File: config.mk
export PLATFORM = sky130hd
export DESIGN_NAME = smsq_top
export DESIGN_NICKNAME = d
export VERILOG_FILES = /design/src/include/smsq_pkg.sv /design/src/include/smsq_ch_if.sv /design/src/rtl/smsq_chan.sv /design/src/rtl/smsq_top.sv
export VERILOG_INCLUDE_DIRS = /design/src /design/src/include
export SDC_FILE = /design/constraint.sdc
export NUM_CORES = 1
export LEC_CHECK = 0
export ABC_AREA = 1
export BUFFER_PORTS_ARGS = -buffer_cell sky130_fd_sc_hd__buf_2
export CAP_MARGIN = 20
export CORE_ASPECT_RATIO = 1.1
export CORE_UTILIZATION = 55
export CTS_CLUSTER_DIAMETER = 30
export DETAILED_ROUTE_END_ITERATION = 12
export PLACE_DENSITY = 0.76
export SLEW_MARGIN = 40
export SYNTH_ARGS = -nofsm -noshare
export SYNTH_HDL_FRONTEND = slang
export SYNTH_SLANG_ARGS = --single-unit
File: constraint.sdc
create_clock -name pclk -period 2.11 [get_ports pclk]
set_input_delay 0.1055 -clock pclk [delete_from_list [all_inputs] [get_ports pclk]]
set_output_delay 0.1055 -clock pclk [all_outputs]
set_load 0.02 [all_outputs]
File: src/include/smsq_params.svh
// Offsets, field positions, reset values and counts of the supply sequencer
`ifndef SMSQ_PARAMS_SVH
`define SMSQ_PARAMS_SVH

// ----------------------------------------------------------------------------
// Sizes
// ----------------------------------------------------------------------------
`define SMSQ_NCH           8
`define SMSQ_TW            16
`define SMSQ_NEV           5

// ----------------------------------------------------------------------------
// Register byte offsets
// ----------------------------------------------------------------------------
`define SMSQ_OFF_CTRL      8'h00
`define SMSQ_OFF_UV_IEN    8'h04
`define SMSQ_OFF_OV_IEN    8'h08
`define SMSQ_OFF_AUTO_ON   8'h0c
`define SMSQ_OFF_AUTO_SLP  8'h10
`define SMSQ_OFF_AUTO_OFF  8'h14
`define SMSQ_OFF_SEQ_TIME  8'h18
`define SMSQ_OFF_STATUS    8'h1c
`define SMSQ_OFF_UV_FLAG   8'h20
`define SMSQ_OFF_OV_FLAG   8'h24
`define SMSQ_OFF_EVT_STAT  8'h28
`define SMSQ_OFF_EVT_MASK  8'h2c
`define SMSQ_OFF_MASK_STAT 8'h30

// ----------------------------------------------------------------------------
// Event bit positions
// ----------------------------------------------------------------------------
`define SMSQ_EV_SEQ_START  0
`define SMSQ_EV_SEQ_DONE   1
`define SMSQ_EV_BIST_DONE  2
`define SMSQ_EV_BIST_FAIL  3
`define SMSQ_EV_FAULT      4

// ----------------------------------------------------------------------------
// Reset values
// ----------------------------------------------------------------------------
`define SMSQ_RST_TOUT      16'h0100
`define SMSQ_RST_IEN       8'hff
`define SMSQ_RST_AUTO      8'h00
`define SMSQ_RST_EVT_MASK  5'h00

`endif

File: src/include/smsq_pkg.sv
// Types shared by the supply sequencer modules
`include "smsq_params.svh"

package smsq_pkg;

	typedef enum logic [2:0] {
		SMSQ_IDLE     = 3'h0,
		SMSQ_SEQ1     = 3'h1,
		SMSQ_ACTIVE   = 3'h3,
		SMSQ_SEQ2     = 3'h2,
		SMSQ_BIST     = 3'h6,
		SMSQ_FAILSAFE = 3'h7
	} smsq_state_t;

	typedef enum logic [1:0] {
		SMSQ_KIND_ON   = 2'h0,
		SMSQ_KIND_ENS  = 2'h1,
		SMSQ_KIND_EXIT = 2'h3
	} smsq_kind_t;

	typedef enum logic [2:0] {
		SMSQ_OP_NOP      = 3'h0,
		SMSQ_OP_LOAD     = 3'h1,
		SMSQ_OP_LOAD_ARM = 3'h2,
		SMSQ_OP_ARM      = 3'h3,
		SMSQ_OP_CLEAR    = 3'h4,
		SMSQ_OP_UV_ALL   = 3'h5
	} smsq_op_t;

	typedef struct packed {
		logic uv_m;
		logic uv_s;
		logic ov_m;
		logic ov_s;
		logic bo_m;
		logic bo_s;
		logic uv_mask;
		logic ov_mask;
		logic arm;
		logic uv_flag;
		logic ov_flag;
	} smsq_chan_st_t;

	typedef struct packed {
		smsq_state_t            state;
		smsq_kind_t             kind;
		logic                   act_m;
		logic                   act_s;
		logic                   act_d;
		logic                   slp_m;
		logic                   slp_s;
		logic                   slp_d;
		logic                   pin_m;
		logic                   pin_s;
		logic                   on_done;
		logic                   fault_d;
		logic [`SMSQ_TW-1:0]    cnt;
		logic [`SMSQ_TW-1:0]    tout;
		logic [`SMSQ_NCH-1:0]   uv_ien;
		logic [`SMSQ_NCH-1:0]   ov_ien;
		logic [`SMSQ_NCH-1:0]   auto_on;
		logic [`SMSQ_NCH-1:0]   auto_slp;
		logic [`SMSQ_NCH-1:0]   auto_off;
		logic                   at_shdn;
		logic [`SMSQ_NEV-1:0]   evt;
		logic [`SMSQ_NEV-1:0]   evt_mask;
		logic [31:0]            prdata;
		logic                   st_start;
		smsq_op_t               op;
		logic [`SMSQ_NCH-1:0]   ld_uv;
		logic [`SMSQ_NCH-1:0]   ld_ov;
	} smsq_top_st_t;

endpackage

File: src/include/smsq_ch_if.sv
// Carrier between the sequencer core and one channel mask/flag slice
interface smsq_ch_if;
	logic               uv_raw;
	logic               ov_raw;
	logic               below_off;
	logic               uv_ien;
	logic               ov_ien;
	logic               chk_uv;
	logic               chk_ov;
	logic               uv_w1c;
	logic               ov_w1c;
	smsq_pkg::smsq_op_t op;
	logic               ld_uv;
	logic               ld_ov;
	logic               uv_flag;
	logic               ov_flag;
	logic               uv_masked;
	logic               ov_masked;

	modport ctl (
		output uv_raw, ov_raw, below_off, uv_ien, ov_ien, chk_uv, chk_ov,
		output uv_w1c, ov_w1c, op, ld_uv, ld_ov,
		input  uv_flag, ov_flag, uv_masked, ov_masked
	);
	modport chan (
		input  uv_raw, ov_raw, below_off, uv_ien, ov_ien, chk_uv, chk_ov,
		input  uv_w1c, ov_w1c, op, ld_uv, ld_ov,
		output uv_flag, ov_flag, uv_masked, ov_masked
	);
endinterface

File: src/rtl/smsq_chan.sv
// One channel: comparator synchronisers, auto-mask bits and latched fault flags
module smsq_chan (
	input wire logic   pclk,
	input wire logic   presetn,
	smsq_ch_if.chan    ch
);

	smsq_pkg::smsq_chan_st_t r;
	smsq_pkg::smsq_chan_st_t n;

	always_comb begin
		n = r;
		n.uv_m = ch.uv_raw;
		n.uv_s = r.uv_m;
		n.ov_m = ch.ov_raw;
		n.ov_s = r.ov_m;
		n.bo_m = ch.below_off;
		n.bo_s = r.bo_m;
		// Rail has passed its off threshold: hand over to the enables
		if (r.arm && !r.bo_s) begin
			n.uv_mask = 1'b0;
			n.ov_mask = 1'b0;
			n.arm     = 1'b0;
		end
		// A new sequence replaces whatever was pending
		case (ch.op)
			smsq_pkg::SMSQ_OP_LOAD: begin
				n.uv_mask = ch.ld_uv;
				n.ov_mask = ch.ld_ov;
				n.arm     = 1'b0;
			end
			smsq_pkg::SMSQ_OP_LOAD_ARM: begin
				n.uv_mask = ch.ld_uv;
				n.ov_mask = ch.ld_ov;
				n.arm     = 1'b1;
			end
			smsq_pkg::SMSQ_OP_ARM: begin
				n.arm = 1'b1;
			end
			smsq_pkg::SMSQ_OP_CLEAR: begin
				n.uv_mask = 1'b0;
				n.ov_mask = 1'b0;
				n.arm     = 1'b0;
			end
			smsq_pkg::SMSQ_OP_UV_ALL: begin
				n.uv_mask = 1'b1;
				n.arm     = 1'b0;
			end
			default: begin
			end
		endcase
		// Set wins over clear; clear only once the fault is gone
		n.uv_flag = (r.uv_s && ch.chk_uv && ch.uv_ien && !r.uv_mask)
			|| (r.uv_flag && !(ch.uv_w1c && !r.uv_s));
		n.ov_flag = (r.ov_s && ch.chk_ov && ch.ov_ien && !r.ov_mask)
			|| (r.ov_flag && !(ch.ov_w1c && !r.ov_s));
	end

	always_ff @(posedge pclk or negedge presetn) begin
		if (!presetn) begin
			r <= '0;
		end else begin
			r <= n;
		end
	end

	assign ch.uv_flag   = r.uv_flag;
	assign ch.ov_flag   = r.ov_flag;
	assign ch.uv_masked = r.uv_mask;
	assign ch.ov_masked = r.ov_mask;

endmodule

File: src/rtl/smsq_top.sv
// Mode and sequencing controller of a multichannel window supply supervisor
`include "smsq_params.svh"

module smsq_top (
	input  wire logic                pclk,
	input  wire logic                presetn,
	input  wire logic                psel,
	input  wire logic                penable,
	input  wire logic                pwrite,
	input  wire logic [7:0]          paddr,
	input  wire logic [31:0]         pwdata,
	output logic      [31:0]         prdata,
	output logic                     pready,
	output logic                     pslverr,
	input  wire logic                activation_input,
	input  wire logic                sleep_req_n,
	input  wire logic [`SMSQ_NCH-1:0] undervoltage_fast,
	input  wire logic [`SMSQ_NCH-1:0] overvoltage_fast,
	input  wire logic [`SMSQ_NCH-1:0] sense_below_off,
	input  wire logic                selftest_done,
	input  wire logic                selftest_pass,
	output logic                     selftest_start,
	input  wire logic                fault_interrupt_n_in,
	output logic                     fault_interrupt_n_out,
	output logic                     fault_interrupt_n_oe,
	output logic                     irq
);

	// ------------------------------------------------------------------------
	// State
	// ------------------------------------------------------------------------
	smsq_pkg::smsq_top_st_t r;
	smsq_pkg::smsq_top_st_t n;

	logic [`SMSQ_NCH-1:0]  uv_flags;
	logic [`SMSQ_NCH-1:0]  ov_flags;
	logic [`SMSQ_NCH-1:0]  uv_masked;
	logic [`SMSQ_NCH-1:0]  ov_masked;
	logic [`SMSQ_NCH-1:0]  uv_w1c;
	logic [`SMSQ_NCH-1:0]  ov_w1c;
	logic                  chk_uv;
	logic                  chk_ov;
	logic                  fault_any;
	logic                  act_rise;
	logic                  act_fall;
	logic                  slp_rise;
	logic                  slp_fall;
	logic                  timeout;
	logic                  wr_en;
	logic                  addr_hit;
	logic [31:0]           rd_data;
	logic [`SMSQ_NEV-1:0]  ev;

	// ------------------------------------------------------------------------
	// Channel slices
	// ------------------------------------------------------------------------
	smsq_ch_if ch [`SMSQ_NCH] ();

	genvar gi;
	generate
		for (gi = 0; gi < `SMSQ_NCH; gi = gi + 1) begin : g_ch
			assign ch[gi].uv_raw    = undervoltage_fast[gi];
			assign ch[gi].ov_raw    = overvoltage_fast[gi];
			assign ch[gi].below_off = sense_below_off[gi];
			assign ch[gi].uv_ien    = r.uv_ien[gi];
			assign ch[gi].ov_ien    = r.ov_ien[gi];
			assign ch[gi].chk_uv    = chk_uv;
			assign ch[gi].chk_ov    = chk_ov;
			assign ch[gi].uv_w1c    = uv_w1c[gi];
			assign ch[gi].ov_w1c    = ov_w1c[gi];
			assign ch[gi].op        = r.op;
			assign ch[gi].ld_uv     = r.ld_uv[gi];
			assign ch[gi].ld_ov     = r.ld_ov[gi];
			assign uv_flags[gi]     = ch[gi].uv_flag;
			assign ov_flags[gi]     = ch[gi].ov_flag;
			assign uv_masked[gi]    = ch[gi].uv_masked;
			assign ov_masked[gi]    = ch[gi].ov_masked;

			smsq_chan u_chan (
				.pclk    (pclk),
				.presetn (presetn),
				.ch      (ch[gi])
			);
		end
	endgenerate

	// ------------------------------------------------------------------------
	// Mode decode
	// ------------------------------------------------------------------------
	// Sequences keep monitoring; the masks and the uv_ien/ov_ien enables shape what reports
	assign chk_uv = (r.state == smsq_pkg::SMSQ_SEQ1)
		|| (r.state == smsq_pkg::SMSQ_ACTIVE)
		|| (r.state == smsq_pkg::SMSQ_SEQ2);
	assign chk_ov = chk_uv || (r.state == smsq_pkg::SMSQ_IDLE);

	assign act_rise = r.act_s && !r.act_d;
	assign act_fall = !r.act_s && r.act_d;
	assign slp_rise = r.slp_s && !r.slp_d;
	assign slp_fall = !r.slp_s && r.slp_d;
	assign timeout  = (r.cnt >= r.tout);

	assign fault_any = (|uv_flags) || (|ov_flags);

	// ------------------------------------------------------------------------
	// Bus decode
	// ------------------------------------------------------------------------
	assign wr_en  = psel && penable && pwrite;
	assign uv_w1c = (wr_en && paddr == `SMSQ_OFF_UV_FLAG) ? pwdata[`SMSQ_NCH-1:0] : '0;
	assign ov_w1c = (wr_en && paddr == `SMSQ_OFF_OV_FLAG) ? pwdata[`SMSQ_NCH-1:0] : '0;

	always_comb begin
		addr_hit = 1'b1;
		rd_data  = 32'h0000_0000;
		case (paddr)
			`SMSQ_OFF_CTRL:      rd_data[0] = r.at_shdn;
			`SMSQ_OFF_UV_IEN:    rd_data[`SMSQ_NCH-1:0] = r.uv_ien;
			`SMSQ_OFF_OV_IEN:    rd_data[`SMSQ_NCH-1:0] = r.ov_ien;
			`SMSQ_OFF_AUTO_ON:   rd_data[`SMSQ_NCH-1:0] = r.auto_on;
			`SMSQ_OFF_AUTO_SLP:  rd_data[`SMSQ_NCH-1:0] = r.auto_slp;
			`SMSQ_OFF_AUTO_OFF:  rd_data[`SMSQ_NCH-1:0] = r.auto_off;
			`SMSQ_OFF_SEQ_TIME:  rd_data[`SMSQ_TW-1:0] = r.tout;
			`SMSQ_OFF_STATUS: begin
				rd_data[2:0] = r.state;
				rd_data[4:3] = r.kind;
				rd_data[5]   = r.act_s;
				rd_data[6]   = r.slp_s;
				rd_data[7]   = r.on_done;
				rd_data[8]   = r.pin_s;
				rd_data[9]   = fault_any;
			end
			`SMSQ_OFF_UV_FLAG:   rd_data[`SMSQ_NCH-1:0] = uv_flags;
			`SMSQ_OFF_OV_FLAG:   rd_data[`SMSQ_NCH-1:0] = ov_flags;
			`SMSQ_OFF_EVT_STAT:  rd_data[`SMSQ_NEV-1:0] = r.evt;
			`SMSQ_OFF_EVT_MASK:  rd_data[`SMSQ_NEV-1:0] = r.evt_mask;
			`SMSQ_OFF_MASK_STAT: rd_data[2*`SMSQ_NCH-1:0] = {ov_masked, uv_masked};
			default:             addr_hit = 1'b0;
		endcase
	end

	// ------------------------------------------------------------------------
	// Next state
	// ------------------------------------------------------------------------
	always_comb begin
		n  = r;
		ev = '0;

		// Pins cross into pclk through two flops each
		n.act_m = activation_input;
		n.act_s = r.act_m;
		n.act_d = r.act_s;
		n.slp_m = sleep_req_n;
		n.slp_s = r.slp_m;
		n.slp_d = r.slp_s;
		n.pin_m = fault_interrupt_n_in;
		n.pin_s = r.pin_m;

		n.op       = smsq_pkg::SMSQ_OP_NOP;
		n.st_start = 1'b0;
		n.fault_d  = fault_any;

		if (r.state == smsq_pkg::SMSQ_SEQ1 || r.state == smsq_pkg::SMSQ_SEQ2) begin
			n.cnt = r.cnt + `SMSQ_TW'(1);
		end else begin
			n.cnt = '0;
		end

		case (r.state)
			smsq_pkg::SMSQ_IDLE, smsq_pkg::SMSQ_SEQ2: begin
				if (act_rise) begin
					n.state   = smsq_pkg::SMSQ_SEQ1;
					n.kind    = smsq_pkg::SMSQ_KIND_ON;
					n.cnt     = '0;
					n.on_done = 1'b0;
					n.op      = smsq_pkg::SMSQ_OP_LOAD_ARM;
					n.ld_uv   = r.auto_on;
					n.ld_ov   = '0;
					ev[`SMSQ_EV_SEQ_START] = 1'b1;
				end else if (r.state == smsq_pkg::SMSQ_SEQ2 && timeout) begin
					n.op = smsq_pkg::SMSQ_OP_UV_ALL;
					ev[`SMSQ_EV_SEQ_DONE] = 1'b1;
					if (r.at_shdn) begin
						n.state    = smsq_pkg::SMSQ_BIST;
						n.st_start = 1'b1;
					end else begin
						n.state = smsq_pkg::SMSQ_IDLE;
					end
				end
			end
			smsq_pkg::SMSQ_SEQ1, smsq_pkg::SMSQ_ACTIVE: begin
				if (act_fall) begin
					n.state   = smsq_pkg::SMSQ_SEQ2;
					n.cnt     = '0;
					n.on_done = 1'b0;
					n.op      = smsq_pkg::SMSQ_OP_LOAD;
					n.ld_uv   = r.auto_off;
					n.ld_ov   = '0;
					ev[`SMSQ_EV_SEQ_START] = 1'b1;
				end else if (r.act_s && r.on_done && slp_fall) begin
					n.state = smsq_pkg::SMSQ_SEQ1;
					n.kind  = smsq_pkg::SMSQ_KIND_ENS;
					n.cnt   = '0;
					n.op    = smsq_pkg::SMSQ_OP_LOAD;
					n.ld_uv = r.auto_slp;
					n.ld_ov = r.auto_slp;
					ev[`SMSQ_EV_SEQ_START] = 1'b1;
				end else if (r.act_s && r.on_done && slp_rise) begin
					n.state = smsq_pkg::SMSQ_SEQ1;
					n.kind  = smsq_pkg::SMSQ_KIND_EXIT;
					n.cnt   = '0;
					n.op    = smsq_pkg::SMSQ_OP_ARM;
					ev[`SMSQ_EV_SEQ_START] = 1'b1;
				end else if (r.state == smsq_pkg::SMSQ_SEQ1 && timeout) begin
					n.state = smsq_pkg::SMSQ_ACTIVE;
					ev[`SMSQ_EV_SEQ_DONE] = 1'b1;
					case (r.kind)
						smsq_pkg::SMSQ_KIND_ON: begin
							n.op      = smsq_pkg::SMSQ_OP_CLEAR;
							n.on_done = 1'b1;
						end
						smsq_pkg::SMSQ_KIND_EXIT: begin
							n.op = smsq_pkg::SMSQ_OP_CLEAR;
						end
						default: begin
							// Sleep masks stay until the next edge
							n.op = smsq_pkg::SMSQ_OP_NOP;
						end
					endcase
				end
			end
			smsq_pkg::SMSQ_BIST: begin
				// Pins are ignored until the self-test reports
				if (selftest_done) begin
					ev[`SMSQ_EV_BIST_DONE] = 1'b1;
					if (selftest_pass) begin
						n.state = smsq_pkg::SMSQ_IDLE;
					end else begin
						n.state = smsq_pkg::SMSQ_FAILSAFE;
						ev[`SMSQ_EV_BIST_FAIL] = 1'b1;
					end
				end
			end
			smsq_pkg::SMSQ_FAILSAFE: begin
				// Left only through reset
				n.state = smsq_pkg::SMSQ_FAILSAFE;
			end
			default: begin
				n.state = smsq_pkg::SMSQ_IDLE;
			end
		endcase

		ev[`SMSQ_EV_FAULT] = fault_any && !r.fault_d;

		// Register writes take effect in the access phase
		if (wr_en) begin
			case (paddr)
				`SMSQ_OFF_CTRL:     n.at_shdn  = pwdata[0];
				`SMSQ_OFF_UV_IEN:   n.uv_ien   = pwdata[`SMSQ_NCH-1:0];
				`SMSQ_OFF_OV_IEN:   n.ov_ien   = pwdata[`SMSQ_NCH-1:0];
				`SMSQ_OFF_AUTO_ON:  n.auto_on  = pwdata[`SMSQ_NCH-1:0];
				`SMSQ_OFF_AUTO_SLP: n.auto_slp = pwdata[`SMSQ_NCH-1:0];
				`SMSQ_OFF_AUTO_OFF: n.auto_off = pwdata[`SMSQ_NCH-1:0];
				`SMSQ_OFF_SEQ_TIME: n.tout     = pwdata[`SMSQ_TW-1:0];
				`SMSQ_OFF_EVT_MASK: n.evt_mask = pwdata[`SMSQ_NEV-1:0];
				default: begin
				end
			endcase
		end

		// Sticky events; a new event beats a same-cycle clear
		if (wr_en && paddr == `SMSQ_OFF_EVT_STAT) begin
			n.evt = (r.evt & ~pwdata[`SMSQ_NEV-1:0]) | ev;
		end else begin
			n.evt = r.evt | ev;
		end

		// Read data captured in the setup phase, shown in the access phase
		if (psel && !penable) begin
			n.prdata = rd_data;
		end
	end

	// ------------------------------------------------------------------------
	// Registers
	// ------------------------------------------------------------------------
	always_ff @(posedge pclk or negedge presetn) begin
		if (!presetn) begin
			r          <= '0;
			r.state    <= smsq_pkg::SMSQ_IDLE;
			r.kind     <= smsq_pkg::SMSQ_KIND_ON;
			r.op       <= smsq_pkg::SMSQ_OP_NOP;
			r.tout     <= `SMSQ_RST_TOUT;
			r.uv_ien   <= `SMSQ_RST_IEN;
			r.ov_ien   <= `SMSQ_RST_IEN;
			r.auto_on  <= `SMSQ_RST_AUTO;
			r.auto_slp <= `SMSQ_RST_AUTO;
			r.auto_off <= `SMSQ_RST_AUTO;
			// Sleep pin idles high; a low reset value would fake an edge
			r.slp_m    <= 1'b1;
			r.slp_s    <= 1'b1;
			r.slp_d    <= 1'b1;
			r.evt_mask <= `SMSQ_RST_EVT_MASK;
		end else begin
			r <= n;
		end
	end

	// ------------------------------------------------------------------------
	// Outputs
	// ------------------------------------------------------------------------
	assign prdata                = r.prdata;
	assign pready                = psel && penable;
	assign pslverr               = psel && penable && !addr_hit;
	assign selftest_start        = r.st_start;
	// Open drain: only ever pulls low, held while any flag is latched
	assign fault_interrupt_n_out = 1'b0;
	assign fault_interrupt_n_oe  = fault_any;
	assign irq                   = |(r.evt & r.evt_mask);

endmodule

==> summary.txt, run 1 <==
Run status
  – Outcome: complete, no violations

Drt
  – DRC errors left: 0
  – Total via count after detailed routing: between 8,000 and 9,000
  – Count of nets left with antenna violations after detail routing: 0
  – Total wire length: roughly 27,000 µm
  – Met1 wire length: 10,900 µm
  – Met2 wire length: ~12,000 µm
  – Drt wl/cell: between 15 and 20 µm
  – Detailed router's first-iteration violation count: about 1,000
  – Highest routed metal layer: met4
  – Routed wl met3: about 2400 µm
  – First-pass detailed-route iteration total: 7
  – Mean number of vias per cell: 5.48

Synthesis
  – Average cell area after synthesis: a little under 9 µm²
  – Part of the Yosys area used for sequential elements: between 50% and 60%
  – Most instantiated flip-flop cell in the synthesis netlist: dfrtp_1
  – Ranking of synthesized cells by area: dfrtp_1 51%, nand2_1 10%, o21ai_0 5.8%
  – Synthesized-area fraction occupied by and/or/nand/nor cells: approximately 18%
  – Mapped cell area: 9850 µm²
  – Main combinational cell family by area after synthesis: simple AND/OR/NAND/NOR gates
  – Flip-flop and latch count after synthesis: about 220
  – Number of unique standard cell types used by synthesis: ~40
  – Count of flip-flops with a built-in enable after synthesis: 0
  – Synthesized-area fraction occupied by ao, oa, aoi and oai cells: between 10% and 20%
  – Number of instances in the synthesized netlist: 1,102
  – Proportion of netlist area held by the largest area contributor: around 50%
  – Leading area contributor after synthesis: dfrtp_1
  – Warning count from the yosys run: 0
  – Multiplexer area fraction after synthesis: 0%
  – Arithmetic-cell share of the synthesized area counting full adders, half adders and majority gates: 2.29%
  – Share of flip-flops with an asynchronous set or reset: 100%
  – Post-synthesis share of cell area spent on xor and xnor gates: less than 1%

Timing
  – Headroom to the max-slew limit: a little under 60%
  – Number of pins with negative max-slew slack in the final report: 0
  – Post-layout worst setup margin: 0.0648 ns
  – Number of hold violations in the final report: 0
  – Clk_skew: around 0.015 ns
  – Unrepaired setup endpoints after global routing: false
  – Worst-case hold slack: between 0.04 and 0.05 ns
  – Count of endpoints failing setup in the final report: 0
  – Final cycle utilization of the critical path: approximately 97%
  – Slew @ Worst Pin: between 0.6 and 0.7 ns
  – Highest clock frequency the design can meet: around 500 MHz
  – Period minus WS final: 2.05 ns
  – Post-route setup TNS: 0 ns

Setup path
  – Family with the most delay on the worst path: simple AND/OR/NAND/NOR gates
  – R2R cell count: 10
  – Worst Path Arrival: a little under 2 ns
  – Buf/Inv on CP: 1
  – Data required, critical path: approximately 2.0 ns
  – Highest fanout seen on the critical path: 4
  – Worst setup EP type: primary output
  – Worst-path cell with the longest stage delay: nor4_2
  – CP Cell Sequence: nor4_2, nand4_1, buf_2
  – CP Class: reg -> out
  – Slowest cell delay on critical path: 0.46 ns
  – Number of gates on the worst path with buffers counted: 3
  – Category of the worst setup path launch point: flip-flop

Final layout
  – Count of filler cells inserted in the layout: 1,313
  – Final core occ: a little under three quarters
  – Area of combinational cells with multiple inputs: roughly 3400 µm²
  – Layout Nets: about 1,300
  – Number of diodes added for antenna fixing: 0
  – Synth-to-layout area growth: 24.3%
  – Fraction of layout instances using a drive strength above 1: approximately 17%
  – Sequential cell area: 5580 µm²

Pwr
  – IR drop worst, VDD: 0.668 mV
  – Leakage power: 5.96 nW
  – Pwr dens: 1050 nW/µm²
  – Total power consumption of the routed design: about 13 mW

Floorplanning
  – I/O pin cnt: between 100 and 150
  – Full die area: between 15,000 and 20,000 µm²
  – Effective utilization at floorplan: 57.0%
  – Std-Cell Core Area: between 15,000 and 20,000 µm²
  – Vertical extent of the die: around 140 µm
  – Number of placement rows: 50
  – Die W: ~130 µm

Hold path
  – Number of cells on the worst hold path: 3
  – Worst min-delay path class: in -> reg

CTS
  – Post-CTS clock slew at the launch and capture registers of the worst setup and hold paths: roughly 0.05 ns
  – Clock tree from TritonCTS: yes
  – Worst-case clock buffer depth: 3
  – Clock tree root buffer cell: clkbuf_16
  – Clock tree sinks: between 200 and 250
  – Depth of the CTS H-tree: 2
  – Cts bufs inserted: 40
  – Insertion delay of the later-clocked pin in the worst-skew pair: 0.52 ns

Job
  – Count of max-cap constraint violations: 0

Global routing
  – First-pass GRT wire length: about 42,000 µm
  – GRT Overall Usage: around 30%
  – Pin count of the biggest net entering global routing: 54
  – Number of global-route vias before repair: 8,009
  – Remaining global-route overflow: 0
  – Antenna violations before repair: 0

Placed design
  – Weighted congestion reported at the end of routability-driven placement: roughly 1.0
  – Half-perimeter wire length after placement: ~19,000 µm
  – Count of input and output buffers: just under 80
  – Pre-CTS setup slack: ~0.099 ns
## power by group
part | internal (mW) | total [mW] | switching (mW) | leakage (nW)
Clock | 4.31 | 6.50 | 2.20 | 0.673
Sequential | 4.69 | 4.87 | 0.190 | 2.74
Combinational | 0.457 | 1.51 | 1.05 | 2.54
## routing by layer
metal	GRT usage (%)	up-vias
li1	-	3864
met2	47.1	425
met5	0	-
met1	39.8	3912
met3	7.44	85
met4	14.1	0
## sequential cells by signal, summed over array words and instances (netlist names)
signal,flops
g_ch.u_chan.n,24
g_ch.u_chan.ch.uv_flag,8
selftest_start,1
r,77
ch.op,3
ch.uv_ien,8
ch.ld_ov,8
ch.ov_ien,8
g_ch.u_chan.ch.uv_masked,8
ch.ld_uv,8
g_ch.u_chan.ch.ov_masked,8
n,5
prdata,16
g_ch.u_chan.ch.ov_flag,8
g_ch.u_chan.r,32
## what timing repair did
action	in CTS	in global routing
hold buffers	39	0
hold endpoints to repair	250	0
setup buffers	0	1
gates resized for setup	1	2
pin swaps	1	1
endpoints found under the setup margin	1	3
## cells in the final DEF, fill, tap and decap left out, types with 2 or more instances in the layout
master           n
clkbuf_16       41
inv_8            2
clkinv_4         2
nand4_1         19
clkbuf_1         4
o22ai_1         20
nand2_1        262
nand3_1         31
ha_1            18
buf_4           17
dfstp_2         20
a32oi_1          8
buf_2           77
nor2_2           4
o21ai_0        115
nor2_1          69
inv_1          149
o32ai_1          7
conb_1          17
nor3_1          17
clkbuf_8         3
xor2_1           3
bufinv_16        5
dfrtp_1        202
nor3b_1          3
inv_2            6
inv_6            5
clkinvlp_4       4
dlygate4sd3_1   39
nor2_4           5
o21bai_1         2
o31ai_1          3
o221ai_1         8
a21oi_1         57
nor4_1           4
a31oi_1          2
buf_12           3
nand2_2          3
clkinv_2         7
## through the flow
stage | instances | instance area [µm²]
2_1_floorplan | 1118 | 9910
3_3_place_gp | 1398 | 10400
3_5_place_dp | 1398 | 10400
4_1_cts | 1510 | 12200
5_1_grt | 1511 | 12200
6_report | 1511 | 12200
## area by class of cell
cell class                      count  area share (%)
Sequential cell                   222            45.6
Multi-Input combinational cell    689            28.0
Clock buffer                       48            8.84
Timing Repair Buffer              137            7.99
Inverter                          156            4.78
Clock inverter                     25            2.44
Tap cell                          234            2.39
## worst min-delay path: stages
cell,delay (ns)
buf_2,0.07
inv_1,0.14
o21ai_0,0.19
## Yosys cell counts (6+ instances only)
master / number
clkbuf_1: 11
nand4_1: 19
o22ai_1: 20
nand2_1: 263
nor3_1: 18
ha_1: 18
a21oi_1: 57
inv_2: 6
o21ai_0: 115
dfrtp_1: 202
buf_2: 6
o221ai_1: 8
dfstp_2: 20
buf_4: 33
inv_1: 149
a32oi_1: 8
nor2_1: 69
nand3_1: 31
o32ai_1: 7
## cells by family (layout without fill, tap and decap cells)
group / Yosys count / in the layout
AND/OR/NAND/NOR: 423 / 423
AO/OA/AOI/OAI: 227 / 227
flip-flops: 222 / 222
buffers and inverters: 207 / 366
adder cells (fa/ha/maj): 18 / 18
XOR/XNOR: 4 / 4
other: 1 / 17
## worst paths after layout
| kind | slack (ns) | startpoint | to |
|---|---|---|---|
| setup / recovery | 0.06 | g_ch[3].u_chan.ch.uv_flag$_DFF_PN0_ | fault_interrupt_n_oe |
| max in group asynchronous | 1.29 | presetn | r[139]$_DFF_PN1_ |
| hold reg to reg | 0.34 | g_ch[4].u_chan.n[7]$_DFF_PN0_ | g_ch[4].u_chan.r[7]$_DFF_PN0_ |
| setup reg to reg | 0.17 | r[119]$_DFF_PN0_ | r[131]$_DFF_PN0_ |
| min in group asynchronous | 0.11 | presetn | r[54]$_DFFE_PN0P_ |
| hold / removal | 0.05 | pwdata[5] | r[68]$_DFFE_PN0P_ |
(Power assumes the default switching activity.)
==> run 2, diff against run 1 <==
Settings changed: CORE_ASPECT_RATIO 1.1 to 0.75, CORE_UTILIZATION 55 to 25, PLACE_DENSITY 0.76 to unset.
==> run 2 against run 1 <==
  * The flow now finishes with violations (negative setup slack)
  * Die area increased by 120%
  * Global-route usage decreased by 15 points
  * Flip-flop and latch count unchanged
  * Non-clock buffer count increased by 6
  * Core utilization decreased by 38 points
  * Clock skew increased by 0.0019 ns
  * Cell area increased by 4.0%
  * Count of clock-buffer cells in the layout decreased by 1
  * Total power increased by 4.4%
  * Worst hold slack got worse by 0.010 ns
  * Sequential power about the same
==> summary.txt, run 2 (same netlist as run 1, synthesis figures left out) <==
Run status
  – Outcome: complete, but fails checks
  – Violated checks: negative setup slack

Hold path
  – Min-delay src: pwdata[7]
  – Worst min-delay path class: in -> reg

Setup path
  – CP startpoint: g_ch[0].u_chan.ch.ov_flag$_DFF_PN0_
  – Highest fanout seen on the critical path: 2
  – Family with the most delay on the worst path: simple AND/OR/NAND/NOR gates
  – CP Class: reg -> out
  – Worst Path Arrival: 2.03 ns
  – CP Cell Sequence: nor4_4, buf_4, nand4_1, buf_4, buf_6
  – Data required, critical path: ~2.0 ns
  – Slowest cell delay on critical path: 0.40 ns
  – Worst-path cell with the longest stage delay: dfrtp_1
  – Critical Path Most Common Cell: buf_4
  – Category of the worst setup path launch point: flip-flop
  – Buf/Inv on CP: 3
  – Startpoint of the worst-slack reg-to-reg timing path: g_ch[0].u_chan.ch.ov_flag$_DFF_PN0_
  – Worst setup EP type: primary output

Timing
  – Final cycle utilization of the critical path: 101%
  – Highest clock frequency the design can meet: 468 MHz
  – Unrepaired setup endpoints after global routing: true
  – Post-layout worst setup margin: -0.0280 ns
  – Clk_skew: between 0.015 and 0.02 ns
  – Post-route setup TNS: -0.0280 ns
  – Period minus WS final: ~2.1 ns
  – Slew @ Worst Pin: 0.569 ns
  – Count of endpoints failing setup in the final report: 1
  – Number of hold violations in the final report: 0
  – Headroom to the max-slew limit: 62.0%
  – Number of pins with negative max-slew slack in the final report: 0

CTS
  – Depth of the CTS H-tree: 2
  – Clock tree sinks: 222
  – Worst-case clock buffer depth: 3
  – Cts bufs inserted: 39
  – Post-CTS clock slew at the launch and capture registers of the worst setup and hold paths: 0.05 ns
  – Insertion delay of the later-clocked pin in the worst-skew pair: between 0.5 and 0.6 ns
  – Clock tree root buffer cell: clkbuf_16
  – Clock tree from TritonCTS: yes

Floorplanning
  – Effective utilization at floorplan: 25.5%
  – Full die area: between 40,000 and 50,000 µm²
  – Vertical extent of the die: roughly 170 µm
  – Die W: about 230 µm
  – Std-Cell Core Area: slightly below 40,000 µm²
  – Number of placement rows: 62
  – I/O pin cnt: between 100 and 150

Drt
  – First-pass detailed-route iteration total: 7
  – Mean number of vias per cell: ~4.5
  – Detailed router's first-iteration violation count: roughly 700
  – Count of nets left with antenna violations after detail routing: 0
  – Total wire length: 30,500 µm
  – DRC errors left: 0
  – Drt wl/cell: ~17 µm
  – Total via count after detailed routing: roughly 8,100

Pwr
  – Leakage power: between 6 and 7 nW
  – IR drop worst, VDD: around 0.49 mV
  – Pwr dens: between 1000 and 1500 nW/µm²

Final layout
  – Largest register FFs: 77
  – Layout Nets: 1,343
  – Top library cells by usage in the layout, fill and taps aside: 262 x nand2_1, 202 x dfrtp_1, 148 x inv_1
  – Cell area after layout: 12,700 µm²
  – Fraction of layout instances using a drive strength above 1: about 17%
  – Final core occ: 33.0%
  – Largest reg by FF count: r
  – Leading cell type in the layout, fill and taps excluded: nand2_1
  – Synth-to-layout area growth: 29.4%

Global routing
  – Remaining global-route overflow: 0
  – Pin count of the biggest net entering global routing: 64
  – Antenna violations before repair: 2
  – GRT Overall Usage: ~15%
  – Number of global-route vias before repair: 8,018
  – First-pass GRT wire length: between 40,000 and 50,000 µm

Placed design
  – Cell area after placement: about 11,000 µm²
  – Weighted congestion reported at the end of routability-driven placement: between 0.9 and 1
  – Count of input and output buffers: around 80
  – Half-perimeter wire length after placement: between 20,000 and 25,000 µm

Job
  – Count of max-cap constraint violations: 0
run 2: final timing paths:
kind	to	slack, ns	cells after the start
max reg2reg	prdata[9]$_DFFE_PN0P_	0.11	6
min reg2reg	g_ch[1].u_chan.r[5]$_DFF_PN0_	0.34	0
max	fault_interrupt_n_oe	-0.03	5
min in group asynchronous	g_ch[3].u_chan.n[9]$_DFF_PN0_	0.10	2
max in group asynchronous	r[66]$_DFFE_PN0P_	1.22	3
min	r[86]$_DFFE_PN0P_	0.04	3
run 2: repair_timing:
item | CTS | global route
gates resized for setup | 4 | 2
pin swaps | 1 | 0
hold endpoints to repair | 220 | 0
setup endpoints to repair | 1 | 3
hold buffers | 39 | 0
setup buffers | 2 | 1
run 2: cell type report:
type,instances,area (µm²)
diodes,2,5.00
clock buffers,47,1080
clock inverters,25,388
fillers,3927,25800
inverters,156,589
multi-input cells,689,3430
flip-flops and latches,222,5580
well taps,512,641
repair buffers,143,1030
run 2: through the flow:
step	setup WS [ns]	cells	hold WS (ns)	power, mW
CTS	0.00228	1793	0.0110	13.5
finish	-0.0280	1796	0.0365	13.5
global placement	0.183	1680	0.0868	6.39
detailed placement	0.120	1680	0.0919	6.44
global route	-0.0639	1794	0.0605	14.0
floorplan	0.453	1118	-0.190	5.73
run 2: metal layers:
layer / vias up / track usage [%] / share of wire, %
li1: 3882 / - / -
met1: 3904 / 22.7 / 48
met2: 274 / 20.6 / 39
met3: 51 / 6.28 / 10
met4: 0 / 3.73 / 1.9
met5: - / 0 / 0
run 2: report_power, final:
part / internal, mW / switching [mW]
combinational: 0.462 / 1.12
sequential: 4.68 / 0.194
clock: 4.68 / 2.31
run 2: worst register-to-register path, delay by kind of cell (launching register included):
family                 cells  cell delay [ns]
AOI/OAI and AO/OA          2             0.50
buffers and inverters      2             0.41
DFF                        1             0.40
and+or+nand+nor            2             0.57
==> run 3, diff against run 2 <==
Settings changed: CTS_BUF_LIST set to sky130_fd_sc_hd__clkbuf_16.
==> run 3 against run 2 <==
  * The run still ends with negative setup slack left
  * Maximum frequency rose by 0.18%
  * Worst setup slack better by 0.0039 ns
  * Clock power is 3% lower
  * Global-route usage is essentially flat
  * Register-to-register slack improved by 0.03 ns
  * Combinational power hardly changed
  * Count of clock-buffer cells in the layout is 7 lower
  * Total power down 1.6%
  * Largest cell class unchanged
  * Largest power group unchanged
  * Highest routed layer unchanged
==> summary.txt, run 3 (same netlist as run 1, synthesis figures left out) <==
Drt
  – Detailed router's first-iteration violation count: about 760
  – Total wire length: 30,400 µm
  – Drt wl/cell: roughly 17 µm
  – First-pass detailed-route iteration total: 5
  – Mean number of vias per cell: roughly 4.5
  – Total via count after detailed routing: a little over 8,000
  – DRC errors left: 0
  – Count of nets left with antenna violations after detail routing: 0

Global routing
  – Remaining global-route overflow: 0
  – Number of global-route vias before repair: 8,045
  – Antenna violations before repair: 2
  – GRT Overall Usage: between 10% and 20%
  – Pin count of the biggest net entering global routing: 64
  – First-pass GRT wire length: around 47,000 µm

Floorplanning
  – I/O pin cnt: 112
  – Effective utilization at floorplan: ~26%
  – Full die area: ~40,000 µm²
  – Number of placement rows: between 60 and 70
  – Std-Cell Core Area: slightly below 40,000 µm²
  – Die W: 231 µm
  – Vertical extent of the die: approximately 170 µm

CTS
  – Clock tree from TritonCTS: yes
  – Insertion delay of the later-clocked pin in the worst-skew pair: about 0.54 ns
  – Clock tree root buffer cell: clkbuf_16
  – Post-CTS clock slew at the launch and capture registers of the worst setup and hold paths: ~0.05 ns
  – Cts bufs inserted: 39
  – Clock tree sinks: around 220
  – Worst-case clock buffer depth: 3
  – Depth of the CTS H-tree: 2

Timing
  – Period minus WS final: 2.13 ns
  – Unrepaired setup endpoints after global routing: true
  – Count of endpoints failing setup in the final report: 1
  – Slew @ Worst Pin: ~0.55 ns
  – Headroom to the max-slew limit: 63.0%
  – Number of hold violations in the final report: 0
  – Post-layout worst setup margin: -0.0241 ns
  – Clk_skew: 0.0173 ns
  – Highest clock frequency the design can meet: roughly 470 MHz
  – Number of pins with negative max-slew slack in the final report: 0
  – Final cycle utilization of the critical path: 101%

Hold path
  – Worst min-delay path class: in -> reg
  – Number of cells on the worst hold path: 3

Pwr
  – Pwr dens: about 1000 nW/µm²
  – IR drop worst, VDD: just under 0.5 mV
  – Leakage power: about 6.0 nW

Setup path
  – CP Class: reg -> out
  – Worst Path Arrival: a little over 2 ns
  – End of the critical path: fault_interrupt_n_oe
  – Data required, critical path: around 2.0 ns
  – Number of gates on the worst path with buffers counted: 5
  – CP startpoint: g_ch[0].u_chan.ch.ov_flag$_DFF_PN0_
  – Slowest cell delay on critical path: roughly 0.40 ns
  – Startpoint of the worst-slack reg-to-reg timing path: g_ch[0].u_chan.ch.ov_flag$_DFF_PN0_
  – Highest fanout seen on the critical path: 2
  – Buf/Inv on CP: 3
  – Slack of the worst reg-to-reg path: 0.14 ns
  – Category of the worst setup path launch point: flip-flop
  – CP Cell Sequence: nor4_4, buf_4, nand4_1, buf_4, buf_6
  – R2R cell count: 6
  – Family with the most delay on the worst path: simple AND/OR/NAND/NOR gates
  – Worst setup EP type: primary output
  – Worst-path cell with the longest stage delay: dfrtp_1
  – Critical Path Most Common Cell: buf_4
  – Endpoint of the worst-slack reg-to-reg timing path: prdata[9]$_DFFE_PN0P_

Job
  – Count of max-cap constraint violations: 0

Final layout
  – Fraction of layout instances using a drive strength above 1: approximately 17%
  – Final non-filler cell total: approximately 1,800
  – Largest register FFs: a little under 80
  – Layout Nets: ~1,300
  – Final core occ: 32.9%
  – Largest reg by FF count: r
  – Top library cells by usage in the layout, fill and taps aside: 262 x nand2_1, 202 x dfrtp_1, 150 x inv_1
  – Leading cell type in the layout, fill and taps excluded: nand2_1
  – Synth-to-layout area growth: 28.9%

Run status
  – Outcome: complete, but fails checks
  – Violated checks: negative setup slack

Placed design
  – Number of placed cells counting well taps: 1,680
  – Count of input and output buffers: slightly below 80
  – Half-perimeter wire length after placement: about 23,000 µm
  – Weighted congestion reported at the end of routability-driven placement: 0.975
[run 3: metrics by stage]
stage / hold slack [ns] / setup slack (ns) / TNS, ns / cell area, µm² / total power, mW
floorplan: -0.190 / 0.453 / 0 / 9910 / 5.73
global placement: 0.0868 / 0.183 / 0 / 10800 / 6.39
detailed placement: 0.0919 / 0.120 / 0 / 10800 / 6.44
CTS: 0.0104 / 0.00164 / 0 / 12700 / 13.3
global route: 0.0614 / -0.0630 / -0.0630 / 12700 / 13.8
finish: 0.0295 / -0.0241 / -0.0241 / 12700 / 13.2
[run 3: how the worst min path moves through the flow]
stage / startpoint / end / slack [ns]
2_1_floorplan: presetn / ch[0].ld_ov$_DFFE_PN0P_ / -0.19
3_3_place_gp: presetn / g_ch[6].u_chan.n[7]$_DFF_PN0_ / 0.09
3_5_place_dp: presetn / g_ch[6].u_chan.n[7]$_DFF_PN0_ / 0.09
4_1_cts: pwdata[7] / r[86]$_DFFE_PN0P_ / 0.01
5_1_grt: pwdata[7] / r[110]$_DFFE_PN0P_ / 0.06
6_report: pwdata[7] / r[86]$_DFFE_PN0P_ / 0.03
[run 3: what timing repair did]
item,in CTS,in global routing
setup endpoints to repair,1,4
hold endpoints to repair,220,0
resized for setup,4,3
setup buffers,2,1
hold buffers,39,0
pin swaps,1,0
[run 3: worst reg2reg max path: stages, from the launching register on]
cell	delay [ns]
dfrtp_1	0.40
nor4_4	0.35
buf_4	0.18
nand4_1	0.21
buf_4	0.22
a21oi_1	0.34
o21ai_0	0.13
[run 3: power by group]
part / switching, mW / total (mW) / leakage [nW] / internal [mW]
clock network: 2.30 / 6.79 / 0.695 / 4.49
registers: 0.192 / 4.87 / 2.74 / 4.68
logic: 1.12 / 1.58 / 2.59 / 0.462
total: 3.61 / 13.2 / 6.03 / 9.63
[run 3: per-layer routing]
metal  part of all wire [%]  vias up  GRT usage (%)
met5                      0        -              0
met4                    2.3        0           4.22
met3                     10       53           6.43
met2                     39      290           20.4
met1                     48     3871           22.5
li1                       -     3882              -
[run 3: layout make-up]
class	count	area [µm²]
diodes	2	5.00
clock buffers	40	1000
clock inverters	32	414
fillers	3929	25900
inverters	156	589
multi-input cells	689	3430
flip-flops and latches	222	5580
well taps	512	641
repair buffers	143	1030
